**src/hw/ccr_pkg.sv**
```systemverilog
// constants, types and gain table for the channel one configuration register bank
package ccr_pkg;

   localparam int CCR_AW = 8;
   localparam int CCR_DW = 8;
   localparam int CCR_SW = 24;
   localparam int CCR_MW = 16;
   localparam int CCR_PW = 41;

   // register byte addresses
   localparam logic [CCR_AW-1:0] CCR_OFS_SETUP = 8'h3C;
   localparam logic [CCR_AW-1:0] CCR_OFS_GAIN  = 8'h3D;
   localparam logic [CCR_AW-1:0] CCR_OFS_VOL   = 8'h3E;

   // reset values
   localparam logic [CCR_DW-1:0] CCR_RST_SETUP = 8'h10;
   localparam logic [CCR_DW-1:0] CCR_RST_GAIN  = 8'h00;
   localparam logic [CCR_DW-1:0] CCR_RST_VOL   = 8'hC9;

   // input setup field positions
   localparam int CCR_B_INTYPE  = 7;
   localparam int CCR_B_SRC_HI  = 6;
   localparam int CCR_B_SRC_LO  = 5;
   localparam int CCR_B_COUPLE  = 4;
   localparam int CCR_B_RANGE   = 3;
   localparam int CCR_B_PERF_HI = 2;
   localparam int CCR_B_PERF_LO = 1;
   localparam int CCR_B_AGC     = 0;

   // analog gain field positions; bit 0 is read-only zero
   localparam int                CCR_B_GAIN_HI = 7;
   localparam int                CCR_B_GAIN_LO = 2;
   localparam int                CCR_B_GAIN_RO = 0;
   localparam logic [CCR_DW-1:0] CCR_GAIN_WMASK = 8'hFE;
   localparam logic [5:0]        CCR_GAIN_MAX   = 6'h2A;

   // digital volume codes
   localparam logic [CCR_DW-1:0] CCR_VOL_MUTE  = 8'h00;
   localparam logic [CCR_DW-1:0] CCR_VOL_UNITY = 8'hC9;
   localparam logic [CCR_DW-1:0] CCR_VOL_TOP   = 8'hFF;

   // volume arithmetic: code+bias split into 6 dB octaves of 12 half-dB steps
   localparam logic [8:0] CCR_VOL_BIAS   = 9'h00F;
   localparam logic [8:0] CCR_VOL_STEPS  = 9'h00C;
   localparam logic [5:0] CCR_SHIFT_BASE = 6'h20;

   // 10^(r/40) for r = 0..11, one is 16'h4000
   localparam logic [CCR_MW-1:0] CCR_MANT [12] = '{
      16'h4000, 16'h43CB, 16'h47CF, 16'h4C10, 16'h5092, 16'h5558,
      16'h5A67, 16'h5FC2, 16'h656F, 16'h6B71, 16'h71CF, 16'h788E};

   localparam logic signed [CCR_PW-1:0] CCR_SAT_MAX = 41'sh000007FFFFF;
   localparam logic signed [CCR_PW-1:0] CCR_SAT_MIN = 41'sh1FFFF800000;
   localparam logic [CCR_SW-1:0]        CCR_ZERO    = 24'h000000;

   typedef enum logic [1:0] {
      CCR_SRC_DIFF,
      CCR_SRC_SINGLE,
      CCR_SRC_RSV2,
      CCR_SRC_RSV3
   } ccr_src_t;

   typedef enum logic [1:0] {
      CCR_PERF_SNR,
      CCR_PERF_NOUSE,
      CCR_PERF_CMRR,
      CCR_PERF_RSV3
   } ccr_perf_t;

   typedef struct packed {
      logic       line_input;
      ccr_src_t   source;
      logic       dc_coupled;
      logic       high_swing;
      ccr_perf_t  perf;
      logic       agc_enable;
      logic [5:0] analog_gain_db;
      logic       source_ok;
      logic       perf_ok;
      logic       gain_ok;
   } ccr_fe_cfg_t;

   typedef struct packed {
      logic                     valid;
      logic signed [CCR_SW-1:0] data;
   } ccr_sample_t;

endpackage

```
**src/hw/ccr_channel_regs.sv**
```systemverilog
// channel one configuration register bank with digital volume stage
//
// Function
// - Setup bit 7 picks microphone input when 0 and line input when 1, reset 0.
// - Setup bits 6-5 pick differential (0) or single-ended (1) input, 2 and 3 reserved, reset 0.
// - Setup bit 4 picks AC coupling when 0 and DC coupling when 1, reset 1.
// - Setup bit 3 picks low swing when 0 and high swing when 1, reset 0.
// - Setup bits 2-1 pick high SNR (0) or high CMRR (2), 1 is not to be used and 3 reserved, reset 0.
// - Setup bit 0 enables automatic gain control as set by the external AGC mode bit, reset disabled.
// - Gain bits 7-2 give 0 to 42 dB in 1 dB steps, codes above 42 reserved, reset 0 dB.
// - Gain bit 1 is reserved read-write and bit 0 reserved read-only, both zero and written as zero.
// - Volume code 0 mutes the channel output.
// - Volume codes from 1 step by 0.5 dB, code 1 is -100 dB and code 201 unity.
// - Volume codes above 201 add gain in 0.5 dB steps up to 27 dB at code 255.
// - The volume field is bits 7-0 and resets to code 201, unity.
//
// Decided for this implementation: the strobed register port.
`timescale 1ns/1ps

module ccr_channel_regs
   import ccr_pkg::*;
(
   input  wire logic                       i_mclk,     // 40 MHz clock
   input  wire logic                       i_rst,      // async reset, active high
   input  wire logic [ccr_pkg::CCR_AW-1:0] i_addr,     // register address
   input  wire logic [ccr_pkg::CCR_DW-1:0] i_wdata,    // write data
   input  wire logic                       i_wr,       // write strobe
   input  wire logic                       i_rd,       // read strobe
   input  wire logic                       i_agc_mode, // AGC setting from the AGC config register
   input  wire ccr_pkg::ccr_sample_t       i_sample,   // sample from the decimator
   output logic      [ccr_pkg::CCR_DW-1:0] o_rdata_q,  // read data, cycle after i_rd
   output ccr_pkg::ccr_fe_cfg_t            o_fe_q,     // front end configuration
   output logic                            o_agc_run_q,// AGC active
   output logic                            o_muted_q,  // channel muted
   output ccr_pkg::ccr_sample_t            o_sample_q  // volume-scaled sample
);
   import ccr_pkg::*;

   logic [CCR_DW-1:0] setup_q;
   logic [CCR_DW-1:0] gain_q;
   logic [CCR_DW-1:0] vol_q;
   logic              wr_setup;
   logic              wr_gain;
   logic              wr_vol;

   // shared address decode for the three write enables
   function automatic logic ccr_hit(input logic              strobe,
                                    input logic [CCR_AW-1:0] addr,
                                    input logic [CCR_AW-1:0] ofs);
      return strobe && (addr == ofs);
   endfunction

   assign wr_setup = ccr_hit(i_wr, i_addr, CCR_OFS_SETUP);
   assign wr_gain  = ccr_hit(i_wr, i_addr, CCR_OFS_GAIN);
   assign wr_vol   = ccr_hit(i_wr, i_addr, CCR_OFS_VOL);

   // decode a setup/gain pair into the front end view
   function automatic ccr_fe_cfg_t ccr_decode(input logic [CCR_DW-1:0] s, input logic [CCR_DW-1:0] g);
      ccr_fe_cfg_t c;
      c.line_input     = s[CCR_B_INTYPE];
      c.source         = ccr_src_t'(s[CCR_B_SRC_HI:CCR_B_SRC_LO]);
      c.dc_coupled     = s[CCR_B_COUPLE];
      c.high_swing     = s[CCR_B_RANGE];
      c.perf           = ccr_perf_t'(s[CCR_B_PERF_HI:CCR_B_PERF_LO]);
      c.agc_enable     = s[CCR_B_AGC];
      c.analog_gain_db = g[CCR_B_GAIN_HI:CCR_B_GAIN_LO];
      c.source_ok      = (c.source == CCR_SRC_DIFF) || (c.source == CCR_SRC_SINGLE);
      c.perf_ok        = (c.perf == CCR_PERF_SNR) || (c.perf == CCR_PERF_CMRR);
      c.gain_ok        = (c.analog_gain_db <= CCR_GAIN_MAX);
      return c;
   endfunction

   // scale by 10^((code-201)/40); octaves are taken as exact 6 dB, so the
   // deepest codes drift by a few tenths of a dB, a trade for a 12 entry table
   function automatic logic signed [CCR_SW-1:0] ccr_apply_vol(input logic signed [CCR_SW-1:0] s,
                                                              input logic [CCR_DW-1:0]        code);
      logic [8:0]               y;
      logic [8:0]               q;
      logic [3:0]               r;
      logic [5:0]               sh;
      logic signed [CCR_PW-1:0] p;
      logic signed [CCR_PW-1:0] t;
      logic signed [CCR_SW-1:0] res;
      y   = {1'b0, code} + CCR_VOL_BIAS;
      q   = y / CCR_VOL_STEPS;
      r   = 4'(y % CCR_VOL_STEPS);
      sh  = CCR_SHIFT_BASE - 6'(q);
      p   = $signed({{(CCR_PW-CCR_SW){s[CCR_SW-1]}}, s}) * $signed({{(CCR_PW-CCR_MW){1'b0}}, CCR_MANT[r]});
      t   = p >>> sh;
      if (t > CCR_SAT_MAX) begin
         res = CCR_SAT_MAX[CCR_SW-1:0];
      end else if (t < CCR_SAT_MIN) begin
         res = CCR_SAT_MIN[CCR_SW-1:0];
      end else begin
         res = t[CCR_SW-1:0];
      end
      return res;
   endfunction

   // input setup register
   always_ff @(posedge i_mclk or posedge i_rst) begin
      if (i_rst) begin
         setup_q <= CCR_RST_SETUP;
      end else if (wr_setup) begin
         setup_q <= i_wdata;
      end
   end

   // analog gain register; the read-only bit never stores a one
   always_ff @(posedge i_mclk or posedge i_rst) begin
      if (i_rst) begin
         gain_q <= CCR_RST_GAIN;
      end else if (wr_gain) begin
         gain_q <= i_wdata & CCR_GAIN_WMASK;
      end
   end

   // digital volume register
   always_ff @(posedge i_mclk or posedge i_rst) begin
      if (i_rst) begin
         vol_q <= CCR_RST_VOL;
      end else if (wr_vol) begin
         vol_q <= i_wdata;
      end
   end

   // read port; unmapped addresses and idle cycles read zero
   always_ff @(posedge i_mclk or posedge i_rst) begin
      if (i_rst) begin
         o_rdata_q <= CCR_RST_GAIN;
      end else if (i_rd) begin
         unique case (i_addr)
            CCR_OFS_SETUP: begin
               o_rdata_q <= setup_q;
            end
            CCR_OFS_GAIN: begin
               o_rdata_q <= gain_q;
            end
            CCR_OFS_VOL: begin
               o_rdata_q <= vol_q;
            end
            default: begin
               o_rdata_q <= CCR_RST_GAIN;
            end
         endcase
      end else begin
         o_rdata_q <= CCR_RST_GAIN;
      end
   end

   // front end view lags a register write by one cycle
   always_ff @(posedge i_mclk or posedge i_rst) begin
      if (i_rst) begin
         o_fe_q <= ccr_decode(CCR_RST_SETUP, CCR_RST_GAIN);
      end else begin
         o_fe_q <= ccr_decode(setup_q, gain_q);
      end
   end

   // agc only runs when enabled here and in the shared AGC setting;
   // AC coupling is left to software, no hardware interlock
   always_ff @(posedge i_mclk or posedge i_rst) begin
      if (i_rst) begin
         o_agc_run_q <= 1'b0;
      end else begin
         o_agc_run_q <= setup_q[CCR_B_AGC] && i_agc_mode;
      end
   end

   // mute flag
   always_ff @(posedge i_mclk or posedge i_rst) begin
      if (i_rst) begin
         o_muted_q <= 1'b0;
      end else begin
         o_muted_q <= (vol_q == CCR_VOL_MUTE);
      end
   end

   // volume stage, one cycle of latency
   always_ff @(posedge i_mclk or posedge i_rst) begin
      if (i_rst) begin
         o_sample_q <= '0;
      end else begin
         o_sample_q.valid <= i_sample.valid;
         if (vol_q == CCR_VOL_MUTE) begin
            o_sample_q.data <= CCR_ZERO;
         end else begin
            o_sample_q.data <= ccr_apply_vol(i_sample.data, vol_q);
         end
      end
   end

   line_input_a: assert property (@(posedge i_mclk) disable iff (i_rst)
      wr_setup |-> ##2 (o_fe_q.line_input == $past(i_wdata[CCR_B_INTYPE], 2)))
      else $error("input type does not follow the setup write");

   source_decode_a: assert property (@(posedge i_mclk) disable iff (i_rst)
      wr_setup |-> ##2 (o_fe_q.source_ok == ($past(i_wdata[CCR_B_SRC_HI], 2) == 1'b0)))
      else $error("input source validity decoded wrongly");

   coupling_reset_a: assert property (@(posedge i_mclk)
      $fell(i_rst) |-> (o_fe_q.dc_coupled && setup_q[CCR_B_COUPLE] && !o_fe_q.line_input))
      else $error("coupling not DC after reset");

   swing_range_a: assert property (@(posedge i_mclk) disable iff (i_rst)
      wr_setup ##1 !wr_setup |-> ##1 (o_fe_q.high_swing == $past(i_wdata[CCR_B_RANGE], 2)))
      else $error("swing range does not follow the setup write");

   perf_decode_a: assert property (@(posedge i_mclk) disable iff (i_rst)
      (o_fe_q.perf_ok == ($past(setup_q[CCR_B_PERF_LO]) == 1'b0)))
      else $error("performance mode validity decoded wrongly");

   agc_enable_a: assert property (@(posedge i_mclk) disable iff (i_rst)
      (!setup_q[CCR_B_AGC] || !i_agc_mode) |=> !o_agc_run_q)
      else $error("agc running while disabled");

   gain_readback_a: assert property (@(posedge i_mclk) disable iff (i_rst)
      (wr_gain ##1 (i_rd && i_addr == CCR_OFS_GAIN)) |=> (o_rdata_q == ($past(i_wdata, 2) & CCR_GAIN_WMASK)))
      else $error("gain register read back wrong");

   gain_ro_bit_a: assert property (@(posedge i_mclk) disable iff (i_rst)
      (i_rd && i_addr == CCR_OFS_GAIN) |=> !o_rdata_q[CCR_B_GAIN_RO])
      else $error("read-only gain bit reads one");

   mute_output_a: assert property (@(posedge i_mclk) disable iff (i_rst)
      (vol_q == CCR_VOL_MUTE) |=> (o_muted_q && o_sample_q.data == CCR_ZERO))
      else $error("muted channel passes signal");

   unity_gain_a: assert property (@(posedge i_mclk) disable iff (i_rst)
      (vol_q == CCR_VOL_UNITY) |=> (o_sample_q.data == $past(i_sample.data)))
      else $error("unity volume alters the sample");

   top_gain_a: assert property (@(posedge i_mclk) disable iff (i_rst)
      (vol_q == CCR_VOL_TOP && i_sample.data == 24'sh000400) |=> (o_sample_q.data == 24'sh005A67))
      else $error("top volume code gain wrong");

   volume_reset_a: assert property (@(posedge i_mclk)
      $fell(i_rst) |-> (vol_q == CCR_RST_VOL && !o_muted_q))
      else $error("volume not unity after reset");

   saturate_sign_a: assert property (@(posedge i_mclk) disable iff (i_rst)
      (vol_q != CCR_VOL_MUTE && i_sample.data[CCR_SW-1] == 1'b0) |=> !o_sample_q.data[CCR_SW-1])
      else $error("positive sample wrapped negative");

   source_follow_a: assert property (@(posedge i_mclk) disable iff (i_rst)
      wr_setup
      |-> ##2 (o_fe_q.source == ccr_src_t'($past(i_wdata[CCR_B_SRC_HI:CCR_B_SRC_LO], 2))))
      else $error("input source does not follow the setup write");

   coupling_follow_a: assert property (@(posedge i_mclk) disable iff (i_rst)
      wr_setup
      |-> ##2 (o_fe_q.dc_coupled == $past(i_wdata[CCR_B_COUPLE], 2)))
      else $error("coupling does not follow the setup write");

   perf_follow_a: assert property (@(posedge i_mclk) disable iff (i_rst)
      wr_setup
      |-> ##2 (o_fe_q.perf == ccr_perf_t'($past(i_wdata[CCR_B_PERF_HI:CCR_B_PERF_LO], 2))))
      else $error("performance mode does not follow the setup write");

   agc_bit_follow_a: assert property (@(posedge i_mclk) disable iff (i_rst)
      wr_setup
      |-> ##2 (o_fe_q.agc_enable == $past(i_wdata[CCR_B_AGC], 2)))
      else $error("agc enable does not follow the setup write");

   agc_run_a: assert property (@(posedge i_mclk) disable iff (i_rst)
      (setup_q[CCR_B_AGC] && i_agc_mode)
      |=> o_agc_run_q)
      else $error("agc idle while enabled");

   gain_follow_a: assert property (@(posedge i_mclk) disable iff (i_rst)
      wr_gain
      |-> ##2 (o_fe_q.analog_gain_db == $past(i_wdata[CCR_B_GAIN_HI:CCR_B_GAIN_LO], 2)))
      else $error("analog gain does not follow the gain write");

   gain_range_a: assert property (@(posedge i_mclk) disable iff (i_rst)
      wr_gain
      |-> ##2 (o_fe_q.gain_ok == ($past(i_wdata[CCR_B_GAIN_HI:CCR_B_GAIN_LO], 2) <= CCR_GAIN_MAX)))
      else $error("reserved gain code flagged wrongly");

   gain_ro_store_a: assert property (@(posedge i_mclk) disable iff (i_rst)
      wr_gain
      |=> !gain_q[CCR_B_GAIN_RO])
      else $error("read-only gain bit stored a one");

   intype_reset_a: assert property (@(posedge i_mclk)
      $fell(i_rst)
      |-> (!setup_q[CCR_B_INTYPE] && !o_fe_q.line_input))
      else $error("input type not microphone after reset");

   source_reset_a: assert property (@(posedge i_mclk)
      $fell(i_rst)
      |-> (o_fe_q.source == CCR_SRC_DIFF && o_fe_q.source_ok))
      else $error("input source not differential after reset");

   swing_reset_a: assert property (@(posedge i_mclk)
      $fell(i_rst)
      |-> (!setup_q[CCR_B_RANGE] && !o_fe_q.high_swing))
      else $error("swing range not low after reset");

   perf_reset_a: assert property (@(posedge i_mclk)
      $fell(i_rst)
      |-> (o_fe_q.perf == CCR_PERF_SNR && o_fe_q.perf_ok))
      else $error("performance mode not high SNR after reset");

   agc_reset_a: assert property (@(posedge i_mclk)
      $fell(i_rst)
      |-> (!setup_q[CCR_B_AGC] && !o_agc_run_q))
      else $error("agc not disabled after reset");

   gain_reset_a: assert property (@(posedge i_mclk)
      $fell(i_rst)
      |-> (gain_q == CCR_RST_GAIN && o_fe_q.analog_gain_db == CCR_RST_GAIN[CCR_B_GAIN_HI:CCR_B_GAIN_LO]))
      else $error("analog gain not 0 dB after reset");

   setup_readback_a: assert property (@(posedge i_mclk) disable iff (i_rst)
      (wr_setup ##1 (i_rd && i_addr == CCR_OFS_SETUP))
      |=> (o_rdata_q == $past(i_wdata, 2)))
      else $error("setup register read back wrong");

   volume_readback_a: assert property (@(posedge i_mclk) disable iff (i_rst)
      (wr_vol ##1 (i_rd && i_addr == CCR_OFS_VOL))
      |=> (o_rdata_q == $past(i_wdata, 2)))
      else $error("volume register read back wrong");

   mute_clear_a: assert property (@(posedge i_mclk) disable iff (i_rst)
      (vol_q != CCR_VOL_MUTE)
      |=> !o_muted_q)
      else $error("channel flagged muted at a nonzero code");

   mute_valid_a: assert property (@(posedge i_mclk) disable iff (i_rst)
      (vol_q == CCR_VOL_MUTE)
      |=> (o_sample_q.valid == $past(i_sample.valid)))
      else $error("muted channel drops the sample strobe");

   saturate_high_a: assert property (@(posedge i_mclk) disable iff (i_rst)
      (vol_q == CCR_VOL_TOP && i_sample.data == CCR_SAT_MAX[CCR_SW-1:0])
      |=> (o_sample_q.data == CCR_SAT_MAX[CCR_SW-1:0]))
      else $error("positive full scale not clipped");

   saturate_low_a: assert property (@(posedge i_mclk) disable iff (i_rst)
      (vol_q == CCR_VOL_TOP && i_sample.data == CCR_SAT_MIN[CCR_SW-1:0])
      |=> (o_sample_q.data == CCR_SAT_MIN[CCR_SW-1:0]))
      else $error("negative full scale not clipped");

   negative_sign_a: assert property (@(posedge i_mclk) disable iff (i_rst)
      (vol_q != CCR_VOL_MUTE && i_sample.data[CCR_SW-1])
      |=> o_sample_q.data[CCR_SW-1])
      else $error("negative sample wrapped positive");

endmodule

```
**config.mk**
```make
export PLATFORM = sky130hd
export DESIGN_NAME = ccr_channel_regs
export DESIGN_NICKNAME = d
export VERILOG_FILES = /design/src/hw/ccr_pkg.sv /design/src/hw/ccr_channel_regs.sv
export SDC_FILE = /design/constraint.sdc
export NUM_CORES = 1
export LEC_CHECK = 0
export ABC_AREA = 1
export BUFFER_PORTS_ARGS = -buffer_cell sky130_fd_sc_hd__buf_2
export CAP_MARGIN = 15
export CORE_MARGIN = 4
export CORE_UTILIZATION = 48
export DETAILED_ROUTE_END_ITERATION = 6
export PLACE_DENSITY = 0.65
export SYNTH_ARGS = -nofsm -noshare
export SYNTH_HDL_FRONTEND = slang
export SYNTH_SLANG_ARGS = --single-unit
```
**constraint.sdc**
```tcl
create_clock -name i_mclk -period 14.3 [get_ports i_mclk]
set_input_delay 0.715 -clock i_mclk [delete_from_list [all_inputs] [get_ports i_mclk]]
set_output_delay 0.715 -clock i_mclk [all_outputs]
set_load 0.01 [all_outputs]
```
==> impl_metrics.env <==
export IMPL_layout_commonest_cell="nand2_1"
export IMPL_vias=16820
export IMPL_ys_dominant_reg_cell="dfrtp_1"
export IMPL_post_cts_buffers=0
export IMPL_io_buffers=97
export IMPL_slew_violations=0
export IMPL_rows=73
export IMPL_layout_nets=3110
export IMPL_reg2reg_slack_ps=1500
export IMPL_cp_required_ps=14550
export IMPL_maxCapViolations=0
export IMPL_crit_fanout=43
export IMPL_worstMarginPinSlew_ps=1051
export IMPL_fillers=3949
export IMPL_cts_tree="yes"
export IMPL_cp_end_kind="flip-flop"
export IMPL_hold_viol=0
export IMPL_areaGrowthSynthToFinish_pct=6.090
export IMPL_status="finished, final reports clean"
export IMPL_multi_input_area_um2=14830
export IMPL_dieArea_um2=43370
export IMPL_critPathSlowestCell="fa_1"
export IMPL_worstSkewPairLatency_ps=340
export IMPL_ant_nets=0
export IMPL_yosys_warnings=0
export IMPL_synth_edf_count=0
export IMPL_cpPeakStageDelay_ps=960
export IMPL_drive_gt1_frac=0.07512
export IMPL_syn_inst=2575
export IMPL_setup_violations=0
export IMPL_synth_top_area_share=0.3661
export IMPL_cts_clk_slew_worst_paths_ps=70
export IMPL_synth_cell_types=56
export IMPL_tns_ps=0
export IMPL_synthesis_area_um2=19250
export IMPL_overflow=0
export IMPL_crit_top_cell="nand2_1"
export IMPL_dp_final_hpwl_um=46310
export IMPL_die_h_um=208.3
export IMPL_clk_path_buf_depth=2
export IMPL_period_share=0.8954
export IMPL_path_class="reg2reg"
export IMPL_gp_congestion=0.9886
export IMPL_first_global_vias=17450
export IMPL_slew_headroom=0.2988
export IMPL_min_path_type="reg2reg"
export IMPL_rsz0062_at_grt="no"
export IMPL_ys_ff_latch=75
export IMPL_clock_skew_ps=12.62
export IMPL_synthArstFlopShare=1.000
export IMPL_vias_per_cell=5.364
export IMPL_grt_pass1_wl_um=92270
export IMPL_synthTopCellsByArea="fa_1, nand2_1, inv_1"
export IMPL_wl_per_cell_um=17.77
export IMPL_regArea_um2=1888
export IMPL_period_minus_slack_ps=12800
export IMPL_die_w_um=208.3
export IMPL_yosysSeqAreaShare=0.09808
export IMPL_dr_first_iter_drc_count=1376
export IMPL_io_pins=98
export IMPL_drtPass1Iterations=6
export IMPL_synth_top_cell_by_area="fa_1"
export IMPL_cts_buffers=9
export IMPL_initial_utilization=0.4845
export IMPL_grt_max_degree=76
export IMPL_fmax_mhz=78.10
export IMPL_antenna_found_initial=1
export IMPL_track_usage=0.2621
export IMPL_core_um2=39730
export IMPL_synth_nets=3081
export IMPL_drc_errors=0
export IMPL_cts_sinks=75
export IMPL_crit_arrival_ps=13050
export IMPL_avgSynthCellArea_um2=7.476
export IMPL_ctsRootBufferMaster="clkbuf_16"
export IMPL_holdBufCountCts=0
export IMPL_start_kind="flip-flop"
export IMPL_final_cell_mix="nand2_1, inv_1, fa_1"
export IMPL_drt_total_wl_um=55720
export IMPL_htree_num_levels=3
export IMPL_cts_repair_resized=0
synth_stat cells (all sizes together) (4+ instances only):
| master | count |
|---|---|
| clkinv | 5 |
| o221ai | 5 |
| nand2 | 622 |
| buf | 42 |
| and3 | 4 |
| a31oi | 16 |
| nor3 | 12 |
| xor2 | 26 |
| o21ai | 105 |
| a221oi | 4 |
| a311oi | 4 |
| xnor2 | 15 |
| inv | 561 |
| clkbuf | 51 |
| dfstp | 9 |
| a21o | 5 |
| or2 | 10 |
| nand4 | 5 |
| o21bai | 9 |
| nor2 | 225 |
| a21oi | 87 |
| o211ai | 17 |
| nand3b | 5 |
| nor4 | 6 |
| fa | 352 |
| dfrtp | 66 |
| ha | 108 |
| nand3 | 185 |
path summary, 6_finish.rpt:
path | startpoint | end | cells after the start
hold / removal | setup_q[4] | o_fe_q[13] | 0
setup / recovery | vol_q[0] | o_sample_q[1] | 53
min in group asynchronous | i_rst | o_sample_q[16] | 3
hold reg to reg | setup_q[4] | o_fe_q[13] | 0
setup reg to reg | vol_q[0] | o_sample_q[1] | 53
max in group asynchronous | i_rst | o_fe_q[15] | 3
per-stage QoR:
stage | hold slack, ps | worst slack, ps | utilization | cells | instance area, um^2
finish | 373.5 | 1496 | 0.5140 | 3135 | 20420
global route | 381.0 | 297.4 | 0.5140 | 3135 | 20420
CTS | 375.8 | 1470 | 0.5139 | 3134 | 20420
detailed placement | 366.1 | 1528 | 0.5056 | 3118 | 20090
global placement | 373.2 | 1840 | 0.5056 | 3118 | 20090
floorplan | 360.6 | 4095 | - | 2575 | 19250
critical path, delay by kind of cell (launching register included):
family          cells  cell delay [ps]
xor+xnor            1              670
compound gates      6             1360
buf+inv             7              980
simple gates       31             4860
fa+ha+maj           8             4230
flops               1              600
final cells by class:
class                      count  share of cell area
multi-input combinational   1841              0.7260
tap                          525             0.03217
clock buffer                   9             0.01103
inverter                     566              0.1042
clock inverter                 7            0.005146
sequential                    75             0.09245
antenna                        1           0.0001225
timing repair buffer         111             0.02892
cell families after synthesis:
group / after synthesis / share of synthesized area
multiplexers: 3 / 0.001625
AO/OA/AOI/OAI: 262 / 0.07897
flip-flops: 75 / 0.09808
buffers and inverters: 659 / 0.1325
AND/OR/NAND/NOR: 1075 / 0.2339
adder cells (fa/ha/maj): 460 / 0.4363
XOR/XNOR: 41 / 0.01865
sequential cells by signal (all words and copies together), names as in the netlist:
| register | count |
|---|---|
| o_sample_q | 25 |
| gain_q | 7 |
| o_muted_q | 1 |
| o_fe_q | 17 |
| o_agc_run_q | 1 |
| o_rdata_q | 8 |
| vol_q | 8 |
| setup_q | 8 |
layer usage:
metal | part of all wire | vias to the layer above | global-route usage | routed length, um
met5 | 0 | - | 0 | 0
met4 | 0.021 | 0 | 0.05074 | 1190
met3 | 0.069 | 86 | 0.03935 | 3862
met2 | 0.47 | 607 | 0.4306 | 26250
met1 | 0.44 | 8296 | 0.3748 | 24410
li1 | - | 7827 | - | -
Power is left out: the tool's default activity adds up to more than one toggle a clock period on the data nets, which glitch-free logic cannot reach.
